===== src/core/flash_host_map.svh =====
// Register map, opcodes, field positions and timing counts of the flash host controller.
// Assumes a 100 MHz system clock and a serial flash in mode 0 (clock idles low).
`ifndef FLASH_HOST_MAP_SVH
`define FLASH_HOST_MAP_SVH

`define REG_CMD             8'h00
`define REG_ADDR            8'h04
`define REG_LEN             8'h08
`define REG_WDATA           8'h0c
`define REG_RDATA           8'h10
`define REG_STATUS          8'h14

`define CMD_QUAD_BIT        8
`define CMD_POLL_BIT        9
`define CMD_CFG_BIT         10

`define ST_ACTIVE_BIT       0
`define ST_REFUSED_BIT      1
`define ST_SUSPENDED_BIT    2
`define ST_GAP_BIT          3
`define ST_DEV_BUSY_BIT     4

`define IDENTIFICATION_READ 8'haf
`define PARAM_READ          8'h5a
`define SECTOR_ERASE        8'h20
`define BLOCK32_ERASE       8'h52
`define BLOCK64_ERASE       8'hd8
`define CHIP_ERASE_A        8'hc7
`define CHIP_ERASE_B        8'h60
`define PAGE_PROG           8'h02
`define QUAD_PAGE_PROG      8'h32
`define WRITE_SUSPEND       8'hb0
`define WRITE_RESUME        8'h30
`define WRITE_LATCH_SET_CMD 8'h06
`define STATUS_READ         8'h05

`define DEV_BUSY_BIT        0
`define ID_BYTES            9'h003
`define PAGE_BYTES          9'h100
`define SECTOR_LSB          12
`define BLOCK32_LSB         15
`define BLOCK64_LSB         16
`define TOP_ADDRESS_BIT     23

`define CLK_MHZ             100
`define SUSPEND_GAP_US      500
`define SCK_HALF_CYC        3'h4
`define CS_GAP_CYC          3'h7

`endif


===== src/core/flash_host_pkg.sv =====
// Types shared by the flash host controller.
// Assumes nothing beyond the map header for its users.
package flash_host_pkg;

  typedef enum logic [2:0] {S_IDLE, S_START, S_FRAME, S_TAIL, S_GAP} state_t;

  typedef enum logic [1:0] {FK_LATCH, FK_MAIN, FK_POLL} frame_kind_t;

endpackage


===== src/core/flash_host.sv =====
// Host controller for a serial NOR flash: APB register slave, command framer, pin driver.
// Assumes mode-0 flash pins wired by the bench (sio wires resolved from sio_oe).
`include "flash_host_map.svh"

////////////////////////////////////////////////////////////////////////////////
module flash_host #(
  parameter int SUSP_GAP_CYC = `SUSPEND_GAP_US * `CLK_MHZ
) (
  input  wire logic        clk,
  input  wire logic        nrst,
  input  wire logic        psel,
  input  wire logic        penable,
  input  wire logic        pwrite,
  input  wire logic [7:0]  paddr,
  input  wire logic [31:0] pwdata,
  output logic      [31:0] prdata,
  output logic             pready,
  output logic             pslverr,
  output logic             cs_n,
  output logic             sclk,
  output logic      [3:0]  sio_out,
  output logic      [3:0]  sio_oe,
  input  wire logic [3:0]  sio_in
);

  flash_host_pkg::state_t      state;
  flash_host_pkg::frame_kind_t kind;

  logic [7:0]  op;
  logic        quad_cmd;
  logic        poll_en;
  logic        quad_io_config_bit;
  logic [23:0] addr;
  logic [8:0]  len;
  logic [7:0]  wbuf [0:255];
  logic [7:0]  wptr;
  logic [31:0] rx;
  logic        refused;
  logic        erase_suspended_flag;
  logic        chip_open;
  logic        dev_busy;
  logic        susp_erase;
  logic [23:0] susp_base;
  logic [23:0] susp_mask;
  logic        wr_erase;
  logic [23:0] wr_base;
  logic [23:0] wr_mask;
  logic [15:0] susp_timer;
  logic [11:0] pos;
  logic [2:0]  hc;
  logic [3:0]  sio_meta;
  logic [3:0]  sio_sync;
  logic        write_latch_set_cmd_done;

  logic        wr_access;
  logic        cmd_go;
  logic        go_ok;
  logic [7:0]  new_op;
  logic [7:0]  f_op;
  logic        f_quad;
  logic        f_quad_ad;
  logic        f_addr;
  logic        f_read;
  logic [11:0] f_dum;
  logic [8:0]  f_bytes;
  logic [11:0] e_op;
  logic [11:0] e_addr;
  logic [11:0] e_dum;
  logic [11:0] e_end;
  logic [11:0] q;
  logic [11:0] rel;
  logic [11:0] bi;
  logic [7:0]  dbyte;
  logic [2:0]  k;
  logic        nquad;
  logic        drv_en;
  logic [3:0]  drv_nib;
  logic [3:0]  drv_oe;
  logic        rise_now;
  logic        fall_now;
  logic        needs_poll;
  logic [23:0] mask_new;

  function automatic logic is_write_op(input logic [7:0] o);
    return o == `SECTOR_ERASE || o == `BLOCK32_ERASE || o == `BLOCK64_ERASE ||
           o == `CHIP_ERASE_A || o == `CHIP_ERASE_B || o == `PAGE_PROG ||
           o == `QUAD_PAGE_PROG;
  endfunction

  function automatic logic is_prog(input logic [7:0] o);
    return o == `PAGE_PROG || o == `QUAD_PAGE_PROG;
  endfunction

  ////////////////////////////////////////////////////////////////////////////////
  // APB slave: one wait state so that read data leave a flip-flop

  assign wr_access = psel && penable && pready && pwrite;
  assign cmd_go    = wr_access && paddr == `REG_CMD;
  assign new_op    = pwdata[7:0];

  always_comb
  begin
    go_ok = (state == flash_host_pkg::S_IDLE);
    if (is_prog(new_op))
    begin
      if (len == 9'h000 || len > `PAGE_BYTES)
        go_ok = 1'b0;
      if (erase_suspended_flag && susp_erase && (addr & susp_mask) == susp_base)
        go_ok = 1'b0;
    end
    if (new_op == `QUAD_PAGE_PROG && !pwdata[`CMD_CFG_BIT])
      go_ok = 1'b0;
    if ((new_op == `CHIP_ERASE_A || new_op == `CHIP_ERASE_B) && erase_suspended_flag)
      go_ok = 1'b0;
    if (new_op == `WRITE_SUSPEND && (erase_suspended_flag || chip_open || susp_timer != 16'h0000))
      go_ok = 1'b0;
    if (new_op == `WRITE_RESUME && !erase_suspended_flag)
      go_ok = 1'b0;
  end

  always_ff @(posedge clk)
  begin
    if (!nrst)
    begin
      pready  <= 1'b0;
      pslverr <= 1'b0;
      prdata  <= 32'h0000_0000;
    end
    else if (psel && penable && !pready)
    begin
      pready  <= 1'b1;
      pslverr <= !(paddr inside {`REG_CMD, `REG_ADDR, `REG_LEN, `REG_WDATA,
                                 `REG_RDATA, `REG_STATUS});
      unique case (paddr)
        `REG_CMD:    prdata <= {21'h0, quad_io_config_bit, poll_en, quad_cmd, op};
        `REG_ADDR:   prdata <= {8'h00, addr};
        `REG_LEN:    prdata <= {23'h0, len};
        `REG_WDATA:  prdata <= {24'h0, wptr};
        `REG_RDATA:  prdata <= rx;
        `REG_STATUS: prdata <= {27'h0, dev_busy, susp_timer != 16'h0000,
                                erase_suspended_flag, refused,
                                state != flash_host_pkg::S_IDLE};
        default:     prdata <= 32'h0000_0000;
      endcase
    end
    else
    begin
      pready  <= 1'b0;
      pslverr <= 1'b0;
    end
  end

  // Command registers change only while idle so a running frame never sees them move
  always_ff @(posedge clk)
  begin
    if (!nrst)
    begin
      op                 <= 8'h00;
      quad_cmd           <= 1'b0;
      poll_en            <= 1'b0;
      quad_io_config_bit <= 1'b0;
      addr               <= 24'h00_0000;
      len                <= 9'h000;
      refused            <= 1'b0;
    end
    else if (wr_access && state == flash_host_pkg::S_IDLE)
    begin
      if (cmd_go)
      begin
        refused <= !go_ok;
        if (go_ok)
        begin
          op                 <= new_op;
          quad_cmd           <= pwdata[`CMD_QUAD_BIT];
          poll_en            <= pwdata[`CMD_POLL_BIT];
          quad_io_config_bit <= pwdata[`CMD_CFG_BIT];
        end
      end
      if (paddr == `REG_ADDR)
        addr <= pwdata[23:0];
      if (paddr == `REG_LEN)
        len <= pwdata[8:0];
    end
  end

  // Page data staged by software; it must already read back as all ones on the flash
  always_ff @(posedge clk)
  begin
    if (!nrst)
      wptr <= 8'h00;
    else if (cmd_go && go_ok)
      wptr <= 8'h00;
    else if (wr_access && paddr == `REG_WDATA && state == flash_host_pkg::S_IDLE)
      wptr <= wptr + 8'h01;
  end

  always_ff @(posedge clk)
  begin
    if (wr_access && paddr == `REG_WDATA && state == flash_host_pkg::S_IDLE)
      wbuf[wptr] <= pwdata[7:0];
  end

  ////////////////////////////////////////////////////////////////////////////////
  // Frame shape for the current frame kind

  always_comb
  begin
    f_op      = (kind == flash_host_pkg::FK_LATCH) ? `WRITE_LATCH_SET_CMD :
                (kind == flash_host_pkg::FK_POLL) ? `STATUS_READ : op;
    f_quad    = quad_cmd || (kind == flash_host_pkg::FK_MAIN && op == `IDENTIFICATION_READ);
    f_quad_ad = f_quad || (kind == flash_host_pkg::FK_MAIN && op == `QUAD_PAGE_PROG);
    f_addr    = kind == flash_host_pkg::FK_MAIN &&
                op inside {`PARAM_READ, `SECTOR_ERASE, `BLOCK32_ERASE, `BLOCK64_ERASE,
                           `PAGE_PROG, `QUAD_PAGE_PROG};
    f_read    = kind == flash_host_pkg::FK_POLL || (kind == flash_host_pkg::FK_MAIN &&
                op inside {`IDENTIFICATION_READ, `PARAM_READ});
    f_dum     = 12'h000;
    f_bytes   = 9'h000;
    if (kind == flash_host_pkg::FK_POLL)
    begin
      f_bytes = 9'h001;
      f_dum   = f_quad ? 12'h002 : 12'h000;
    end
    else if (kind == flash_host_pkg::FK_MAIN)
    begin
      if (op == `IDENTIFICATION_READ)
      begin
        f_bytes = `ID_BYTES;
        f_dum   = 12'h002;
      end
      else if (op == `PARAM_READ)
      begin
        f_bytes = len;
        f_dum   = f_quad ? 12'h002 : 12'h008;
      end
      else if (is_prog(op))
        f_bytes = len;
    end
    e_op   = f_quad ? 12'h002 : 12'h008;
    e_addr = e_op + (f_addr ? (f_quad_ad ? 12'h006 : 12'h018) : 12'h000);
    e_dum  = e_addr + f_dum;
    e_end  = e_dum + (12'(f_bytes) << (f_quad_ad ? 1 : 3));
  end

  // Pin values for the clock about to start
  always_comb
  begin
    q      = (state == flash_host_pkg::S_START) ? 12'h000 : pos + 12'h001;
    rel    = 12'h000;
    bi     = 12'h000;
    dbyte  = 8'h00;
    k      = q[2:0];
    nquad  = f_quad;
    drv_en = 1'b1;
    if (q < e_op)
      dbyte = f_op;
    else if (q < e_addr)
    begin
      rel   = q - e_op;
      nquad = f_quad_ad;
      bi    = f_quad_ad ? rel >> 1 : rel >> 3;
      k     = rel[2:0];
      unique case (bi[1:0])
        2'h0:    dbyte = addr[`TOP_ADDRESS_BIT -: 8];
        2'h1:    dbyte = addr[15:8];
        default: dbyte = addr[7:0];
      endcase
    end
    else if (q < e_dum)
    begin
      nquad  = f_quad_ad;
      drv_en = !f_quad_ad;
    end
    else
    begin
      rel    = q - e_dum;
      nquad  = f_quad_ad;
      bi     = f_quad_ad ? rel >> 1 : rel >> 3;
      k      = rel[2:0];
      dbyte  = f_read ? 8'h00 : wbuf[bi[7:0]];
      drv_en = !f_read;
    end
    drv_nib = nquad ? (k[0] ? dbyte[3:0] : dbyte[7:4]) : {3'b000, dbyte[3'h7 - k]};
    drv_oe  = !drv_en ? 4'h0 : (nquad ? 4'hf : 4'h1);
  end

  ////////////////////////////////////////////////////////////////////////////////
  // Link sequencer: clock divider, chip select, shifting

  assign rise_now   = state == flash_host_pkg::S_FRAME && hc == 3'h0 && !sclk;
  assign fall_now   = state == flash_host_pkg::S_FRAME && hc == 3'h0 && sclk;
  assign needs_poll = poll_en && (is_write_op(op) || op == `WRITE_SUSPEND ||
                                  op == `WRITE_RESUME);
  assign mask_new   = (op == `SECTOR_ERASE) ? (24'hff_ffff << `SECTOR_LSB) :
                      (op == `BLOCK32_ERASE) ? (24'hff_ffff << `BLOCK32_LSB) :
                      (24'hff_ffff << `BLOCK64_LSB);

  always_ff @(posedge clk)
  begin
    sio_meta <= sio_in;
    sio_sync <= sio_meta;
  end

  always_ff @(posedge clk)
  begin
    if (!nrst)
      rx <= 32'h0000_0000;
    else if (rise_now && f_read && pos >= e_dum)
      rx <= f_quad_ad ? {rx[27:0], sio_sync} : {rx[30:0], sio_sync[1]};
  end

  always_ff @(posedge clk)
  begin
    if (!nrst)
    begin
      state     <= flash_host_pkg::S_IDLE;
      kind      <= flash_host_pkg::FK_MAIN;
      cs_n      <= 1'b1;
      sclk      <= 1'b0;
      sio_out   <= 4'h0;
      sio_oe    <= 4'h0;
      pos       <= 12'h000;
      hc        <= 3'h0;
      write_latch_set_cmd_done <= 1'b0;
    end
    else
    begin
      unique case (state)
        flash_host_pkg::S_IDLE:
          if (cmd_go && go_ok)
          begin
            kind  <= is_write_op(new_op) ? flash_host_pkg::FK_LATCH :
                                           flash_host_pkg::FK_MAIN;
            state <= flash_host_pkg::S_START;
          end
        flash_host_pkg::S_START:
        begin
          cs_n    <= 1'b0;
          sclk    <= 1'b0;
          sio_out <= drv_nib;
          sio_oe  <= drv_oe;
          pos     <= 12'h000;
          hc      <= `SCK_HALF_CYC - 3'h1;
          state   <= flash_host_pkg::S_FRAME;
          if (kind == flash_host_pkg::FK_MAIN)
            write_latch_set_cmd_done <= 1'b0;
        end
        flash_host_pkg::S_FRAME:
          if (hc != 3'h0)
            hc <= hc - 3'h1;
          else if (!sclk)
          begin
            sclk <= 1'b1;
            hc   <= `SCK_HALF_CYC - 3'h1;
          end
          else
          begin
            sclk <= 1'b0;
            hc   <= `SCK_HALF_CYC - 3'h1;
            if (pos + 12'h001 == e_end)
            begin
              sio_oe <= 4'h0;
              state  <= flash_host_pkg::S_TAIL;
            end
            else
            begin
              pos     <= pos + 12'h001;
              sio_out <= drv_nib;
              sio_oe  <= drv_oe;
            end
          end
        flash_host_pkg::S_TAIL:
          if (hc != 3'h0)
            hc <= hc - 3'h1;
          else
          begin
            cs_n  <= 1'b1;
            hc    <= `CS_GAP_CYC;
            state <= flash_host_pkg::S_GAP;
            if (kind == flash_host_pkg::FK_LATCH)
              write_latch_set_cmd_done <= 1'b1;
          end
        flash_host_pkg::S_GAP:
          if (hc != 3'h0)
            hc <= hc - 3'h1;
          else if (kind == flash_host_pkg::FK_LATCH)
          begin
            kind  <= flash_host_pkg::FK_MAIN;
            state <= flash_host_pkg::S_START;
          end
          else if ((kind == flash_host_pkg::FK_MAIN && needs_poll) ||
                   (kind == flash_host_pkg::FK_POLL && rx[`DEV_BUSY_BIT]))
          begin
            kind  <= flash_host_pkg::FK_POLL;
            state <= flash_host_pkg::S_START;
          end
          else
            state <= flash_host_pkg::S_IDLE;
      endcase
    end
  end

  ////////////////////////////////////////////////////////////////////////////////
  // Suspend bookkeeping, kept from what this host has sent and seen

  always_ff @(posedge clk)
  begin
    if (!nrst)
    begin
      erase_suspended_flag <= 1'b0;
      susp_erase           <= 1'b0;
      susp_base            <= 24'h00_0000;
      susp_mask            <= 24'h00_0000;
      wr_erase             <= 1'b0;
      wr_base              <= 24'h00_0000;
      wr_mask              <= 24'h00_0000;
      chip_open            <= 1'b0;
      dev_busy             <= 1'b0;
      susp_timer           <= 16'h0000;
    end
    else
    begin
      if (state == flash_host_pkg::S_START && kind == flash_host_pkg::FK_MAIN &&
          op == `WRITE_SUSPEND)
        susp_timer <= 16'(SUSP_GAP_CYC);
      else if (susp_timer != 16'h0000)
        susp_timer <= susp_timer - 16'h0001;
      if (state == flash_host_pkg::S_TAIL && hc == 3'h0)
      begin
        if (kind == flash_host_pkg::FK_POLL)
        begin
          dev_busy <= rx[`DEV_BUSY_BIT];
          if (!rx[`DEV_BUSY_BIT])
            chip_open <= 1'b0;
        end
        else if (kind == flash_host_pkg::FK_MAIN)
        begin
          if (op == `CHIP_ERASE_A || op == `CHIP_ERASE_B)
            chip_open <= 1'b1;
          if (op inside {`SECTOR_ERASE, `BLOCK32_ERASE, `BLOCK64_ERASE})
          begin
            wr_erase <= 1'b1;
            wr_mask  <= mask_new;
            wr_base  <= addr & mask_new;
          end
          else if (is_prog(op))
            wr_erase <= 1'b0;
          if (op == `WRITE_SUSPEND)
          begin
            erase_suspended_flag <= 1'b1;
            susp_erase           <= wr_erase;
            susp_base            <= wr_base;
            susp_mask            <= wr_mask;
          end
          else if (op == `WRITE_RESUME)
            erase_suspended_flag <= 1'b0;
        end
      end
    end
  end
endmodule


===== config.mk =====
export PLATFORM = sky130hd
export DESIGN_NAME = flash_host
export DESIGN_NICKNAME = d
export VERILOG_FILES = /design/src/core/flash_host_pkg.sv /design/src/core/flash_host.sv
export VERILOG_INCLUDE_DIRS = /design/src /design/src/core
export SDC_FILE = /design/constraint.sdc
export NUM_CORES = 2
export LEC_CHECK = 0
export ABC_CLOCK_PERIOD_IN_PS = 12100
export BUFFER_PORTS_ARGS = -buffer_cell sky130_fd_sc_hd__buf_2
export CAP_MARGIN = 20
export CELL_PAD_IN_SITES_DETAIL_PLACEMENT = 0
export CELL_PAD_IN_SITES_GLOBAL_PLACEMENT = 1
export CORE_MARGIN = 4
export CORE_UTILIZATION = 56
export CTS_CLUSTER_DIAMETER = 100
export DETAILED_ROUTE_END_ITERATION = 8
export PLACE_DENSITY = 0.88
export SLEW_MARGIN = 20
export SYNTH_ARGS = -nofsm -noshare
export SYNTH_HDL_FRONTEND = slang
export SYNTH_SLANG_ARGS = --single-unit

===== constraint.sdc =====
create_clock -name clk -period 12.1 [get_ports clk]
set_input_delay 0.605 -clock clk [delete_from_list [all_inputs] [get_ports clk]]
set_output_delay 0.605 -clock clk [all_outputs]
set_load 0.05 [all_outputs]

==> impl_metrics.yaml <==
final_layout:
  final_util_pct: 62.5
  finalNetCount: 7751
  fin_cells: 10100
  areaGrowthSynthToFinish_pct: 10.5
  drive_gt1_share_pct: 8.44
  ff_latch_area_sq_um: 65600
  multi_input_comb_area_sq_um: 26800
  final_cell_area_sq_um: 105000
  fillCellCount: 12300
timing:
  setup_tns_ns: 0
  worst_slew_pin_slew_ns: 1.27
  slew_viol_final: 0
  slew_headroom_pct: 14.9
  fin_skew_ns: 0.0742
  setup_viol: 0
  fin_crit_sh_pct: 84.2
  finalHoldViolCount: 0
  rsz0062_at_grt: "false"
  max_freq_mhz: 98.2
  post-route-min-period_ns: 10.18
critical_path:
  cpPeakStageDelay_ns: 1.02
  crit_fanout: 31
  cpMaxStageDelayCell: "nor4_1"
  arrival_ns: 10.87
  crit_path_frequent_cell: "ha_1"
  worstPathRequired_ns: 12.79
  ff2ff_setup_slack_ns: 1.92
  cp_num_buf_inv: 3
  r2r-end: "sio_out[2]$_SDFFE_PN0P_"
  critPathTopFamily: "compound AO/OA/AOI/OAI gates"
  startpoint_type: "flop"
  reg2reg_depth: 27
  crit_path_end_kind: "flop"
  worstSetupPathType: "flop to flop"
  rr_startpoint: "op[7]$_SDFFE_PN0P_"
power:
  cellPowerDensity_nw_per_um2: 152
  p_leak_nw: 35.2
  peakVddDrop_mv: 0.151
min_path:
  min_from: "pwdata[8]"
  hold_depth: 3
  hp-class: "input pin to flop"
  min_to: "addr[8]$_SDFFE_PN0P_"
global_routing:
  grt.overflow.total: 0
  grt_first_pass_wirelength_um: 415000
  grt_pass1_vias: 62800
  antenna_found_initial: 14
  grt_use_total_pct: 31.9
  grt_max_degree: 136
yosys:
  synth.area.mux_share_pct: 1.19
  synth_top_family_by_area: "simple AND/OR/NAND/NOR gates"
  synth_fp_nets: 7852
  yosysMostFrequentCell: "edfxtp_1"
  ys_seq_area_share_pct: 69.0
  synth_fa_ha_area_share_pct: 0.592
  synth_top_cell_by_area: "edfxtp_1"
  synthArstFlopShare_pct: 0
  synth_top_area_share_pct: 64.7
  synth-compound-area-share_pct: 10.1
  netlist_area_sq_um: 95100
  synthCells: 7760
  synth-seq-cells: 2254
  synth-main-ff-cell: "edfxtp_1"
  synth-simple-area-share_pct: 15.5
  syn_avg_cell_area_sq_um: 12.3
  synthTopCellsByArea: "edfxtp_1, nand2_1, dfxtp_1"
  synth_xor_area_share_pct: 0.544
  yosys-top-cells-count: "edfxtp_1, nand2_1, nor2_1, and3_1, a311oi_1"
  ys_types: 103
  synth_edf_count: 2048
  ys_warn_count: 0
clock_tree:
  clock_path_buffers: 3
  cts_tree: "built"
  cts_root_buffer: "clkbuf_16"
  cts_buffers: 218
  cts_resized: 0
  ctsHoldBuffers: 18
  cts.sinks: 2254
  post_cts_buffers: 0
  clk_pin_slew_ns: 0.06
  insertion_delay_ns: 0.87
  h-tree-depth: 4
detailed_routing:
  wirelength_um: 287000
  via_per_inst: 6.66
  drtPass1Iterations: 6
  ant_nets: 0
  drtIter0Drc: 10300
  wl_per_cell_um: 28.5
  route.detailed.drc: 0
  dr_total_vias: 67000
floorplanning:
  die_x_um: 420
  io_pins: 93
  rows: 150
  core_sq_um: 168000
  initial_utilization_pct: 56.6
  die_area_sq_um: 176000
  die_h_um: 420
placement:
  io_buffers: 84
  place_inst: 9623
  gp_congestion: 0.958
  dpl_cell_area_sq_um: 97500
  detailed_place_hpwl_um: 167000
flow_run:
  max_cap_viol_count: 0
outcome:
  outcome: "finished, final reports clean"
[sequential cells by signal (all words and copies together), names as in the netlist, 4 cells and up]
name / flops
susp_base: 12
pos: 12
susp_timer: 16
wr_base: 12
op: 8
wbuf: 2048
wptr: 8
sio_meta: 4
prdata: 32
sio_out: 4
rx: 32
len: 9
addr: 24
sio_sync: 4
[report_power, final]
group,internal [mW],total [mW],leakage (nW),switching (mW)
Combinational,0.125,0.483,11.6,0.358
Sequential,8.52,8.56,20.1,0.0377
Clock,3.99,6.91,3.54,2.92
Total,12.6,15.9,35.2,3.32
[per-stage QoR]
step / setup WS (ns) / hold WS [ns] / power [mW]
2_1_floorplan: 5.08 / 0.310 / 8.96
3_3_place_gp: 2.81 / 0.320 / 9.17
3_5_place_dp: 2.73 / 0.315 / 9.19
4_1_cts: 2.65 / 0.00538 / 16.0
5_1_grt: 1.89 / 0.0507 / 16.4
6_report: 1.92 / 0.0603 / 15.9
[cell families (layout without fill, tap and decap cells)]
kind of cell	after synthesis	after routing
simple gates	3365	3365
flops	2254	2254
compound gates	1293	1293
buf+inv	640	724
mux	105	105
xor+xnor	59	59
fa+ha+maj	44	44
other cells	0	13
[layer usage]
metal | GRT usage, % | vias to the layer above | wire length [um]
met1 | 43.3 | 32900 | 106000
met3 | 8.59 | 804 | 36500
met5 | 0 | - | 237
met4 | 14.1 | 12 | 14100
li1 | - | 28900 | -
met2 | 48.6 | 4472 | 130000
[worst reg2reg max path, delay by kind of cell, from the launching register on]
kind | cells | cell delay (ns)
xor+xnor | 2 | 0.54
compound gates | 12 | 4.46
buf+inv | 3 | 0.89
simple gates | 7 | 2.53
flops | 1 | 0.65
fa+ha+maj | 3 | 0.96
[worst max path at each step]
stage	to	start	cells past startpoint	slack, ns
after floorplan	sio_out[1]$_SDFFE_PN0P_	op[0]$_SDFFE_PN0P_	32	5.08
after global placement	sio_out[2]$_SDFFE_PN0P_	op[7]$_SDFFE_PN0P_	28	2.81
after detailed placement	sio_out[2]$_SDFFE_PN0P_	op[7]$_SDFFE_PN0P_	27	2.73
after CTS	sio_out[2]$_SDFFE_PN0P_	op[7]$_SDFFE_PN0P_	27	2.65
after global routing	sio_out[2]$_SDFFE_PN0P_	op[7]$_SDFFE_PN0P_	27	1.89
final	sio_out[2]$_SDFFE_PN0P_	op[7]$_SDFFE_PN0P_	27	1.92
[cell usage in the layout, fill, tap and decap left out, drive strengths merged, types with 14 or more instances in the layout]
cell type / netlist / final
nor4: 31 / 31
inv: 40 / 47
nand4: 28 / 28
clkbuf: 317 / 277
edfxtp: 2048 / 2048
a211oi: 256 / 256
o211ai: 28 / 28
nor2: 521 / 521
ha: 41 / 41
nand3: 267 / 267
buf: 283 / 253
or3: 27 / 27
a2111oi: 31 / 31
a21oi: 195 / 195
nand2: 1843 / 1843
a311oi: 393 / 393
xnor2: 38 / 38
nor3: 120 / 120
or2: 15 / 15
dfxtp: 206 / 206
and3: 437 / 437
bufinv: 0 / 29
o31ai: 14 / 14
a31oi: 138 / 138
xor2: 21 / 21
dlygate4sd3: 0 / 18
o21ai: 71 / 71
a22oi: 28 / 28
or4: 17 / 17
mux2i: 91 / 91
clkinv: 0 / 94
[area by class of cell]
class	count	share of cell area [%]
clock buffers	269	5.48
inverters	40	0.145
multi-input cells	4866	25.5
clock inverters	136	1.43
repair buffers	279	2.29
diodes	13	0.0310
flip-flops and latches	2254	62.5
well taps	2204	2.63
Note: power is estimated with default switching activity, not from simulation.
